## src/common/ycc_pkg.sv

```systemverilog
package ycc_pkg;

  // fixed-point format of all coefficients
  localparam int FRAC   = 12;
  localparam int ONE    = 1 << FRAC;
  localparam int PIX_W  = 8;
  localparam int OPD_W  = 10;
  localparam int COEF_W = 16;
  localparam int LATENCY = 1;

  localparam int OFS_LUMA_STUDIO = 16;
  localparam int OFS_CHROMA      = 128;
  localparam int PIX_MAX         = 255;

  typedef enum logic [2:0] {
    YCC_PASS    = 3'h0,
    YCC_BT601   = 3'h1,
    YCC_STUDIO  = 3'h2,
    YCC_SFULL   = 3'h3,
    YCC_REVERSE = 3'h4
  } ycc_mode_t;

  localparam real W601_R  = 0.299;
  localparam real W601_G  = 0.587;
  localparam real W601_B  = 0.114;
  localparam real K601_U  = 0.564;
  localparam real K601_V  = 0.713;
  localparam real WSRGB_R = 0.2126;
  localparam real WSRGB_G = 0.7152;
  localparam real WSRGB_B = 0.0722;
  localparam real KSRGB_U = 0.5389;
  localparam real KSRGB_V = 0.635;
  localparam real SCALE_Y = 219.0 / 256.0;
  localparam real SCALE_C = 224.0 / 256.0;
  localparam real REV_RV  = 1.5748;
  localparam real REV_GU  = 0.1873;
  localparam real REV_GV  = 0.4681;
  localparam real REV_BU  = 1.8556;

  // real to fixed point, rounded to nearest
  function automatic int q(input real x);
    return int'(x * real'(ONE));
  endfunction

  // rows: luma/R, U/G, V/B; columns: first, second, third operand
  localparam int K_PASS [9] = '{ONE, 0, 0, 0, ONE, 0, 0, 0, ONE};

  // chroma rows are forced to sum to zero so grey gives exactly the offset
  localparam int K_BT601 [9] = '{
    q(W601_R), q(W601_G), q(W601_B),
    -q(K601_U * W601_R), -q(K601_U * W601_G), q(K601_U * W601_R) + q(K601_U * W601_G),
    q(K601_V * W601_G) + q(K601_V * W601_B), -q(K601_V * W601_G), -q(K601_V * W601_B)};

  localparam int K_STUDIO [9] = '{
    q(WSRGB_R * SCALE_Y), q(WSRGB_G * SCALE_Y), q(WSRGB_B * SCALE_Y),
    -q(KSRGB_U * SCALE_C * WSRGB_R), -q(KSRGB_U * SCALE_C * WSRGB_G),
    q(KSRGB_U * SCALE_C * WSRGB_R) + q(KSRGB_U * SCALE_C * WSRGB_G),
    q(KSRGB_V * SCALE_C * WSRGB_G) + q(KSRGB_V * SCALE_C * WSRGB_B),
    -q(KSRGB_V * SCALE_C * WSRGB_G), -q(KSRGB_V * SCALE_C * WSRGB_B)};

  localparam int K_SFULL [9] = '{
    q(WSRGB_R), q(WSRGB_G), q(WSRGB_B),
    -q(KSRGB_U * WSRGB_R), -q(KSRGB_U * WSRGB_G), q(KSRGB_U * WSRGB_R) + q(KSRGB_U * WSRGB_G),
    q(KSRGB_V * WSRGB_G) + q(KSRGB_V * WSRGB_B), -q(KSRGB_V * WSRGB_G), -q(KSRGB_V * WSRGB_B)};

  // operands here are Y, U-128, V-128
  localparam int K_REVERSE [9] = '{
    ONE, 0, q(REV_RV),
    ONE, -q(REV_GU), -q(REV_GV),
    ONE, q(REV_BU), 0};

endpackage

```

## src/rtl/ycc_dot3.sv

```systemverilog
`timescale 1ns/1ps
module ycc_dot3 #(
  parameter int OPD_W  = ycc_pkg::OPD_W,
  parameter int COEF_W = ycc_pkg::COEF_W,
  parameter int FRAC   = ycc_pkg::FRAC
) (
  // clock and reset
  input  wire logic                     clk,
  input  wire logic                     rst,
  // operands and coefficients
  input  wire logic signed [OPD_W-1:0]  a0,
  input  wire logic signed [OPD_W-1:0]  a1,
  input  wire logic signed [OPD_W-1:0]  a2,
  input  wire logic signed [COEF_W-1:0] k0,
  input  wire logic signed [COEF_W-1:0] k1,
  input  wire logic signed [COEF_W-1:0] k2,
  input  wire logic signed [OPD_W-1:0]  offset,
  input  wire logic                     sat_signed,
  // result
  output logic             [7:0]        res
);

  localparam int SUM_W = OPD_W + COEF_W + 2;

  if (OPD_W < 10 || COEF_W < 14 || FRAC < 8 || FRAC > COEF_W - 2) begin : g_chk
    $error("ycc_dot3: unsupported width");
  end

  logic signed [SUM_W-1:0] sum;
  logic signed [SUM_W-1:0] rounded;
  logic signed [SUM_W-1:0] whole;
  logic                    hi_sat;
  logic                    lo_sat;
  logic        [7:0]       next_res;

  assign sum = SUM_W'(a0 * k0) + SUM_W'(a1 * k1) + SUM_W'(a2 * k2)
             + (SUM_W'(offset) <<< FRAC);
  // add half an LSB then floor: nearest, ties upward
  assign rounded = sum + (SUM_W'(1) <<< (FRAC - 1));
  assign whole   = rounded >>> FRAC;
  assign hi_sat  = sat_signed ? (whole > SUM_W'(127)) : (whole > SUM_W'(255));
  assign lo_sat  = sat_signed ? (whole < -SUM_W'(128)) : (whole < SUM_W'(0));
  assign next_res = hi_sat ? (sat_signed ? 8'h7F : 8'hFF) :
                    lo_sat ? (sat_signed ? 8'h80 : 8'h00) : whole[7:0];

  always_ff @(posedge clk or posedge rst) begin
    if (rst) begin
      res <= 8'h00;
    end else begin
      res <= next_res;
    end
  end

endmodule

```

## src/rtl/ycc_color_converter.sv

```systemverilog
// Contract
// - pass stream unchanged or convert one format
// - components are 8-bit gamma outputs
// - BT601 outputs span 0 to 255
// - BT601 luma weights 0.299 0.587 0.114
// - BT601 U is 0.564(B-Y)+128
// - BT601 V is 0.713(R-Y)+128
// - BT601 option drops chroma offset, signed
// - studio luma sRGB weights, 219/256, plus 16
// - studio Cb 0.5389(B-Y)*224/256+128
// - studio Cr 0.635(R-Y)*224/256+128
// - sRGB full luma, no scaling or offset
// - sRGB full U is 0.5389(B-Y)+128
// - sRGB full V is 0.635(R-Y)+128
// - sRGB full option drops chroma offset
// - reverse transform YUV back to RGB
`timescale 1ns/1ps
module ycc_color_converter #(
  parameter int PIX_W = ycc_pkg::PIX_W
) (
  // clock and reset
  input  wire logic             CORE_CLK,
  input  wire logic             RST,
  // conversion control, sampled with each pixel
  input  wire logic [2:0]       MODE,
  input  wire logic             NO_OFFSET,
  // pixel in: R,G,B or Y,U,V
  input  wire logic             IN_VALID,
  input  wire logic [PIX_W-1:0] IN_C0,
  input  wire logic [PIX_W-1:0] IN_C1,
  input  wire logic [PIX_W-1:0] IN_C2,
  // pixel out
  output logic                  OUT_VALID,
  output logic                  OUT_SIGNED,
  output logic      [7:0]       OUT_C0,
  output logic      [7:0]       OUT_C1,
  output logic      [7:0]       OUT_C2
);

  localparam int OPD_W  = ycc_pkg::OPD_W;
  localparam int COEF_W = ycc_pkg::COEF_W;

  // the gamma stage delivers 8 bits; wider would not fit the operands
  if (PIX_W != 8) begin : g_chk
    $error("ycc_color_converter: pixel width must be 8");
  end

  function automatic logic signed [COEF_W-1:0] coef_of(input logic [2:0] m,
                                                       input int idx);
    logic signed [COEF_W-1:0] k;
    k = COEF_W'(ycc_pkg::K_PASS[idx]);
    case (m)
      ycc_pkg::YCC_BT601:   k = COEF_W'(ycc_pkg::K_BT601[idx]);
      ycc_pkg::YCC_STUDIO:  k = COEF_W'(ycc_pkg::K_STUDIO[idx]);
      ycc_pkg::YCC_SFULL:   k = COEF_W'(ycc_pkg::K_SFULL[idx]);
      ycc_pkg::YCC_REVERSE: k = COEF_W'(ycc_pkg::K_REVERSE[idx]);
      default:              k = COEF_W'(ycc_pkg::K_PASS[idx]);
    endcase
    return k;
  endfunction

  wire       is_601     = (MODE == ycc_pkg::YCC_BT601);
  wire       is_studio  = (MODE == ycc_pkg::YCC_STUDIO);
  wire       is_sfull   = (MODE == ycc_pkg::YCC_SFULL);
  wire       is_reverse = (MODE == ycc_pkg::YCC_REVERSE);
  // studio range has no offset-free variant
  wire       drop_ofs   = NO_OFFSET & (is_601 | is_sfull);
  wire       next_signed = IN_VALID ? drop_ofs : OUT_SIGNED;

  wire signed [OPD_W-1:0] opd0 = OPD_W'({2'b00, IN_C0});
  // reverse transform works on centred chroma
  wire signed [OPD_W-1:0] opd1 = is_reverse ?
    OPD_W'({2'b00, IN_C1}) - OPD_W'(ycc_pkg::OFS_CHROMA) : OPD_W'({2'b00, IN_C1});
  wire signed [OPD_W-1:0] opd2 = is_reverse ?
    OPD_W'({2'b00, IN_C2}) - OPD_W'(ycc_pkg::OFS_CHROMA) : OPD_W'({2'b00, IN_C2});

  wire signed [OPD_W-1:0] ofs_luma = is_studio ? OPD_W'(ycc_pkg::OFS_LUMA_STUDIO)
                                               : OPD_W'(0);
  wire signed [OPD_W-1:0] ofs_chroma =
    (is_601 | is_studio | is_sfull) & ~drop_ofs ? OPD_W'(ycc_pkg::OFS_CHROMA)
                                                : OPD_W'(0);

  // every mode runs through the same three dot products; pass uses identity
  ycc_dot3 u_row0 (
    .clk        (CORE_CLK),
    .rst        (RST),
    .a0         (opd0),
    .a1         (opd1),
    .a2         (opd2),
    .k0         (coef_of(MODE, 0)),
    .k1         (coef_of(MODE, 1)),
    .k2         (coef_of(MODE, 2)),
    .offset     (ofs_luma),
    .sat_signed (1'b0),
    .res        (OUT_C0)
  );

  ycc_dot3 u_row1 (
    .clk        (CORE_CLK),
    .rst        (RST),
    .a0         (opd0),
    .a1         (opd1),
    .a2         (opd2),
    .k0         (coef_of(MODE, 3)),
    .k1         (coef_of(MODE, 4)),
    .k2         (coef_of(MODE, 5)),
    .offset     (ofs_chroma),
    .sat_signed (drop_ofs),
    .res        (OUT_C1)
  );

  ycc_dot3 u_row2 (
    .clk        (CORE_CLK),
    .rst        (RST),
    .a0         (opd0),
    .a1         (opd1),
    .a2         (opd2),
    .k0         (coef_of(MODE, 6)),
    .k1         (coef_of(MODE, 7)),
    .k2         (coef_of(MODE, 8)),
    .offset     (ofs_chroma),
    .sat_signed (drop_ofs),
    .res        (OUT_C2)
  );

  always_ff @(posedge CORE_CLK or posedge RST) begin
    if (RST) begin
      OUT_VALID  <= 1'b0;
      OUT_SIGNED <= 1'b0;
    end else begin
      OUT_VALID  <= IN_VALID;
      OUT_SIGNED <= next_signed;
    end
  end

  wire grey_in = IN_VALID && (IN_C0 == IN_C1) && (IN_C1 == IN_C2);
endmodule

```

## config.mk

```make
export PLATFORM = sky130hd
export DESIGN_NAME = ycc_color_converter
export DESIGN_NICKNAME = d
export VERILOG_FILES = /design/src/common/ycc_pkg.sv /design/src/rtl/ycc_dot3.sv /design/src/rtl/ycc_color_converter.sv
export SDC_FILE = /design/constraint.sdc
export NUM_CORES = 2
export LEC_CHECK = 0
export BUFFER_PORTS_ARGS = -buffer_cell sky130_fd_sc_hd__buf_2
export CORE_ASPECT_RATIO = 0.7
export CORE_UTILIZATION = 45
export CTS_CLUSTER_SIZE = 12
export DETAILED_ROUTE_END_ITERATION = 6
export MAX_ROUTING_LAYER = met4
export SLEW_MARGIN = 15
export SYNTH_ARGS = -nofsm -noshare
export SYNTH_HDL_FRONTEND = slang
export SYNTH_SLANG_ARGS = --single-unit
```

## constraint.sdc

```tcl
create_clock -name CORE_CLK -period 1.2 [get_ports CORE_CLK]
set_input_delay 0.18 -clock CORE_CLK [delete_from_list [all_inputs] [get_ports CORE_CLK]]
set_output_delay 0.18 -clock CORE_CLK [all_outputs]
set_load 0.02 [all_outputs]
```

## Yosys cells after proc, flatten, opt, wreduce, memory -nomap -nowiden

Cells that the tools add are included.

| cells by class | value |
|---|---|
| magnitude comparators | 10 |
| muxes and demuxes | 25 |
| add/sub/neg operators | 14 |
| equal/unequal tests | 4 |
| $mul | 9 |
| bitwise operators | 6 |

Operator list:

| cell | count |
|---|---|
| 16-bit case mux with 4 select lines | 5 |
| 28-bit adder | 6 |
| 10-bit by 16-bit multiplier with 26-bit output | 4 |
| 13-bit case mux with 4 select lines | 2 |
| 28-bit by 13-bit adder with 28-bit output, second input constant | 3 |
| 8-bit two-way mux | 9 |
| 28-bit by 21-bit adder with 28-bit output | 2 |
| 16-bit by 9-bit > comparator with 1-bit output, second input constant | 3 |
| 16-bit by 1-bit less-than comparator with 1-bit output, second input constant | 3 |
| 8-bit by 13-bit multiplier with 21-bit output | 2 |
| 13-bit case mux with 3 select lines | 1 |
| 12-bit case mux with 3 select lines | 1 |
| 16-bit by 8-bit > comparator with 1-bit output, second input constant | 2 |
| 16-bit by 8-bit less-than comparator with 1-bit output, second input constant | 2 |
| 28-bit by 18-bit adder with 28-bit output | 1 |
| 9-bit by 16-bit multiplier with 25-bit output | 1 |
| 10-bit by 14-bit multiplier with 24-bit output | 1 |
| 10-bit by 13-bit multiplier with 23-bit output | 1 |
| 10-bit two-way mux | 2 |
| 8-bit by 8-bit subtractor with 9-bit output, second input constant | 2 |
| 3-bit by 2-bit equality test with 1-bit output, second input constant | 2 |
| 5-bit two-way mux | 1 |
| 1-bit two-way mux | 4 |
| 3-bit by 1-bit equality test with 1-bit output, second input constant | 1 |
| 4 further kinds | 7 |

| word-level totals | value |
|---|---|
| input bits | 31 |
| register bits | 26 |
| logic and storage cells | 73 |

## Depth between registers and ports, before layout

| logic depth | value |
|---|---|
| depth in word-level cells | 12 |
| depth in mapped cells | 42 |
| depth with buffers taken out | 40 |

## Hierarchy

A second synthesis with hierarchy kept.

| unflattened totals | value |
|---|---|
| cell total of the unflattened synthesis | 6,041 |
| area total of the unflattened synthesis | 56,465.4 sq um |

By module, submodules not included:

| module | area an instance (sq um) | instances | cells each |
|---|---|---|---|
| ycc_dot3 at u_row0 | 18,779.3 | 1 | 2,008 |
| ycc_dot3 at u_row2 | 18,730.5 | 1 | 2,005 |
| ycc_dot3 at u_row1 | 18,645.4 | 1 | 1,980 |
| ycc_color_converter | 310.3 | 1 | 48 |

## Worst setup path after synthesis

No wires, ideal clock.

| timing | value |
|---|---|
| kind | in2reg |
| start | input port MODE[1] |
| end | register u_row2.res[0] |
| path slack | -8.691 ns |
| library setup time | 0.065 ns |
| cell stages on the path | 36 |
| arrival | 9.826 ns |
| path through | nor3b_2 -> clkbuf_1 -> clkbuf_1 -> ha_1 -> nand2_1 -> or2_2 -> clkbuf_1 -> nand2_1 -> fa_1 -> fa_1 -> fa_1 -> fa_1 -> inv_1 -> fa_1 -> inv_1 -> ha_1 -> or3_1 -> or3_1 -> a211oi_1 -> nor3_1 -> o41a_1 -> a21o_1 -> fa_1 -> inv_1 -> ha_1 -> ha_1 -> clkbuf_1 -> nand4_1 -> nor2_1 -> a21oi_1 -> o31ai_4 -> o32a_2 -> a2111oi_2 -> a311oi_4 -> a41oi_2 -> a21o_1 |

| between the ends | value |
|---|---|
| cells in the longest elaborated chain, start to end | 12 |
| elaborated cells on any way between the ends | 31 |
| those cells by class | add/sub: 4; mul: 3; order compare: 4; eq/ne: 4; mux: 10; bitwise: 6 |

RTL lines:

| element | RTL line | source |
|---|---|---|
| start, declared | ycc_color_converter.sv:25 | `input wire logic [2:0] MODE,` |
| parallel branches: the longest is 11 deep, another holds 28-bit adder | - |  |
| 8-bit two-way mux (*) | ycc_dot3.sv:43 | `assign next_res = hi_sat ? (sat_signed ? 8'h7F : 8'hFF) :` |
| named net u_row2.next_res[0] | ycc_dot3.sv:34 | `logic [7:0] next_res;` |
| end signal, assigned | ycc_dot3.sv:50 | `res <= next_res;` |
| end, declared | ycc_dot3.sv:20 | `output logic [7:0] res` |

Mark *: on every way through the listed nets, which the timed path passes.
A chain may end at the register's enable or synchronous reset.

## Final worst setup path

| timing | value |
|---|---|
| start | input port MODE[0] |
| end | register u_row1.res[2] |

| between the ends | value |
|---|---|
| cells in the longest elaborated chain, start to end | 12 |
| elaborated cells on any way between the ends | 31 |
| those cells by class | add/sub: 4; mul: 3; order compare: 4; eq/ne: 4; mux: 10; bitwise: 6 |

RTL lines:

| element | RTL line |
|---|---|
| parallel branches: the longest is 11 deep, another holds 28-bit adder | - |
| 8-bit two-way mux (*) | ycc_dot3.sv:43 |
| named net u_row1.next_res[2] | ycc_dot3.sv:34 |
| end signal, assigned | ycc_dot3.sv:50 |
| end, declared | ycc_dot3.sv:20 |

Marks and branches as above.

==> impl_metrics.py <==
metrics = {
    "clock_network": {
        "clockRootBuffer": "clkbuf_16",
        "cts_buffers": 3,
        "cts_tree": "done",
        "clock_path_buffers": 2,
        "clk_pin_slew_worst_paths_ns": 0.09,
        "htree_levels": 1,
        "clkSinkCount": 26,
        "clkLatencyLatePin_ns": 0.30,
    },
    "global_routing": {
        "grtUsageMet2": 0.445,
        "grtUsageMet3": 0.0792,
        "busiest_layer": "met1",
        "grt_pass1_wl_microns": 211000,
        "antenna_found_initial": 2,
        "grt_overflow": 0,
        "grt_max_degree": 27,
        "grt_use_total": 0.315,
        "grt_pass1_vias": 36000,
        "gr-usage-met1": 0.460,
    },
    "routing": {
        "drcViolationCount": 2,
        "route.antenna.remaining_nets": 0,
        "vias": 34100,
        "viasPerCell": 4.95,
        "wl_per_cell_microns": 19.7,
        "firstDrtPassIters": 7,
        "drt_iter0_drc": 2304,
        "routed_wl_microns": 136000,
    },
    "cells_and_area": {
        "fill_cells": 7962,
        "final_common_cell": "buf_4",
        "final_cell_mix": "1217 x buf_4, 1197 x inv_1, 838 x fa_1, 661 x ha_1, 170 x nand2_1",
        "syn_to_final_growth_pct": 32.7,
        "final_nets": 7266,
        "layout-drive-gt1-share": 0.295,
    },
    "placed_design": {
        "place_hpwl_microns": 124000,
        "gp_congestion": 1.03,
        "port_buffers": 56,
    },
    "logic_synthesis": {
        "syn_area_per_cell_sq_um": 9.29,
        "syn_nets": 5989,
        "ys_seq_area_frac": 0.0159,
        "synth_flop_cell": "dfrtp_1",
        "async_flop_share": 1.00,
        "netlist_area_sq_um": 40900,
        "yosysWarnings": 0,
        "synth_edf_count": 0,
        "synthCells": 4397,
        "ys_ff_latch": 26,
        "synth_cell_type_count": 92,
    },
    "run_status": {
        "violations": "design-rule violations, negative setup slack",
        "status": "finished with violations",
    },
    "floorplan": {
        "initial_core_util": 0.454,
        "num_io_pins": 57,
        "die_y_microns": 254,
        "die_width_microns": 362,
        "dieArea_sq_um": 92000,
        "core-area_sq_um": 90000,
        "row_count": 92,
    },
    "worst_setup_path": {
        "crit_path_top_delay_cell": "fa_1",
        "crit_type": "in2reg",
        "crit_top_cell": "fa_1",
        "reg2reg_from": "OUT_SIGNED",
        "rr_worst_depth": 1,
        "critical_path.endpoint_type": "register",
        "critPathMaxFanout": 7,
        "cp.required_ns": 1.40,
        "cp_data_arrival_time_ns": 8.82,
        "crit_start": "MODE[0]",
        "slowest_delay_ns": 0.59,
        "startpoint_type": "input pin",
    },
    "timing": {
        "finalHoldViolCount": 0,
        "slew_viol_final": 0,
        "timing.fmax_ghz": 0.116,
        "skew_ns": 0,
        "max_slew.worst_pin.slew_ns": 0.817,
        "setup_viol": 24,
        "holdWs_ns": 0.509,
        "setup_ws_ns": -7.42,
        "period_share": 7.18,
        "rsz0062_at_grt": "true",
        "period_needed_ns": 8.62,
        "maxSlewHeadroom": 0.450,
    },
    "run": {
        "maxCapViolCount": 0,
    },
    "hold_path": {
        "min_path_type": "in2async",
    },
}
## flip-flops by register name, summed over array words and instances, names as in the netlist
name / cells
u_row1.res: 8
u_row2.res: 8
u_row0.res: 8
OUT_SIGNED: 1
OUT_VALID: 1
## critical path, delay by kind of cell
family / cells / cell delay (ns)
buffers and inverters: 9 / 0.71
AO/OA/AOI/OAI: 6 / 1.40
XOR/XNOR: 1 / 0.11
adder cells (fa/ha/maj): 10 / 4.18
AND/OR/NAND/NOR: 10 / 2.21
## repair_timing
item,in CTS,in global routing
setup endpoints to repair,27,24
setup buffers,37,16
hold endpoints to repair,27,0
hold buffers,2,0
pin swaps,120,90
resized for setup,219,123
gates cloned,1,0
## final timing paths
check	to	slack, ns
hold / removal	u_row1.res[3]	0.51
setup / recovery	u_row1.res[2]	-7.42
min in group CORE_CLK	OUT_SIGNED	0.52
max in group asynchronous	u_row1.res[0]	0.36
hold reg to reg	OUT_SIGNED	0.52
setup reg to reg	OUT_SIGNED	0.45
## metal layers
| layer | share of wire | wire length [microns] |
|---|---|---|
| met5 | 0 | 0 |
| met4 | 0.018 | 2400 |
| met3 | 0.092 | 12600 |
| met2 | 0.41 | 55800 |
| met1 | 0.48 | 65400 |
## kinds of logic (layout without fill, tap and decap cells)
logic type / after synthesis / count (layout) / share of synthesized area
AND/OR/NAND/NOR: 799 / 799 / 0.0975
adder cells (fa/ha/maj): 1561 / 1561 / 0.636
other: 1 / 3 / 0.0000918
buffers and inverters: 1275 / 2551 / 0.117
multiplexers: 7 / 7 / 0.00181
flip-flops: 26 / 26 / 0.0159
XOR/XNOR: 205 / 205 / 0.0440
AO/OA/AOI/OAI: 523 / 523 / 0.0878
## Yosys cell counts, types with 4 or more instances
cell | instances | area share
o21a_1 | 32 | 0.0059
o21ai_1 | 7 | 0.00086
a21o_1 | 67 | 0.012
inv_1 | 1233 | 0.11
nand4_1 | 9 | 0.0014
a311oi_1 | 4 | 0.00086
or2_2 | 31 | 0.0047
xor2_1 | 75 | 0.016
and2_1 | 93 | 0.014
nor2_1 | 188 | 0.017
a31oi_1 | 13 | 0.0020
or3_1 | 24 | 0.0037
a211o_1 | 6 | 0.0013
ha_1 | 704 | 0.22
nor3b_1 | 8 | 0.0015
xnor2_1 | 130 | 0.028
nor3_1 | 49 | 0.0060
fa_1 | 857 | 0.42
a211oi_1 | 17 | 0.0031
nand2_1 | 192 | 0.018
o21bai_1 | 24 | 0.0044
clkbuf_1 | 37 | 0.0034
nor4_1 | 4 | 0.00061
and3_1 | 39 | 0.0060
o21ai_0 | 79 | 0.0097
o311ai_0 | 5 | 0.0011
dfrtp_1 | 26 | 0.016
nand3b_1 | 7 | 0.0013
a21oi_1 | 170 | 0.021
a41oi_1 | 7 | 0.0015
nand2b_1 | 45 | 0.0069
nor2b_1 | 39 | 0.0060
nand3_1 | 56 | 0.0069
o31ai_1 | 10 | 0.0018
a31o_2 | 4 | 0.00086
a21boi_0 | 6 | 0.0011
o211ai_1 | 11 | 0.0020
o41ai_1 | 6 | 0.0013
o22ai_1 | 4 | 0.00061
mux2i_1 | 4 | 0.00098
## through the flow
stage          worst slack, ns  instance area, sq um  std cells  utilization  setup TNS (ns)
6_report                 -7.42                 54200       6897        0.602         -174.37
3_3_place_gp             -8.13                 52100       6843        0.579         -193.08
4_1_cts                  -7.28                 53600       6884        0.596         -172.19
2_1_floorplan            -7.65                 41300       4397            -         -177.38
5_1_grt                  -7.65                 54200       6896        0.602         -180.93
3_5_place_dp             -8.22                 52100       6843        0.579         -195.95
## area by class of cell
class / instances / area (sq um) / area share
Multi-Input combinational cell: 3096 / 37200 / 0.686
Timing Repair Buffer: 1311 / 10100 / 0.186
Inverter: 1236 / 4660 / 0.0860
Tap cell: 1222 / 1530 / 0.0282
Sequential cell: 26 / 654 / 0.0121
Clock buffer: 3 / 75.1 / 0.00138
Clock inverter: 1 / 30.0 / 0.000554
Antenna cell: 2 / 5.00 / 0.0000923
Power is not shown: default switching activity piles up to over one toggle a cycle in this logic, so the estimate is an artifact.
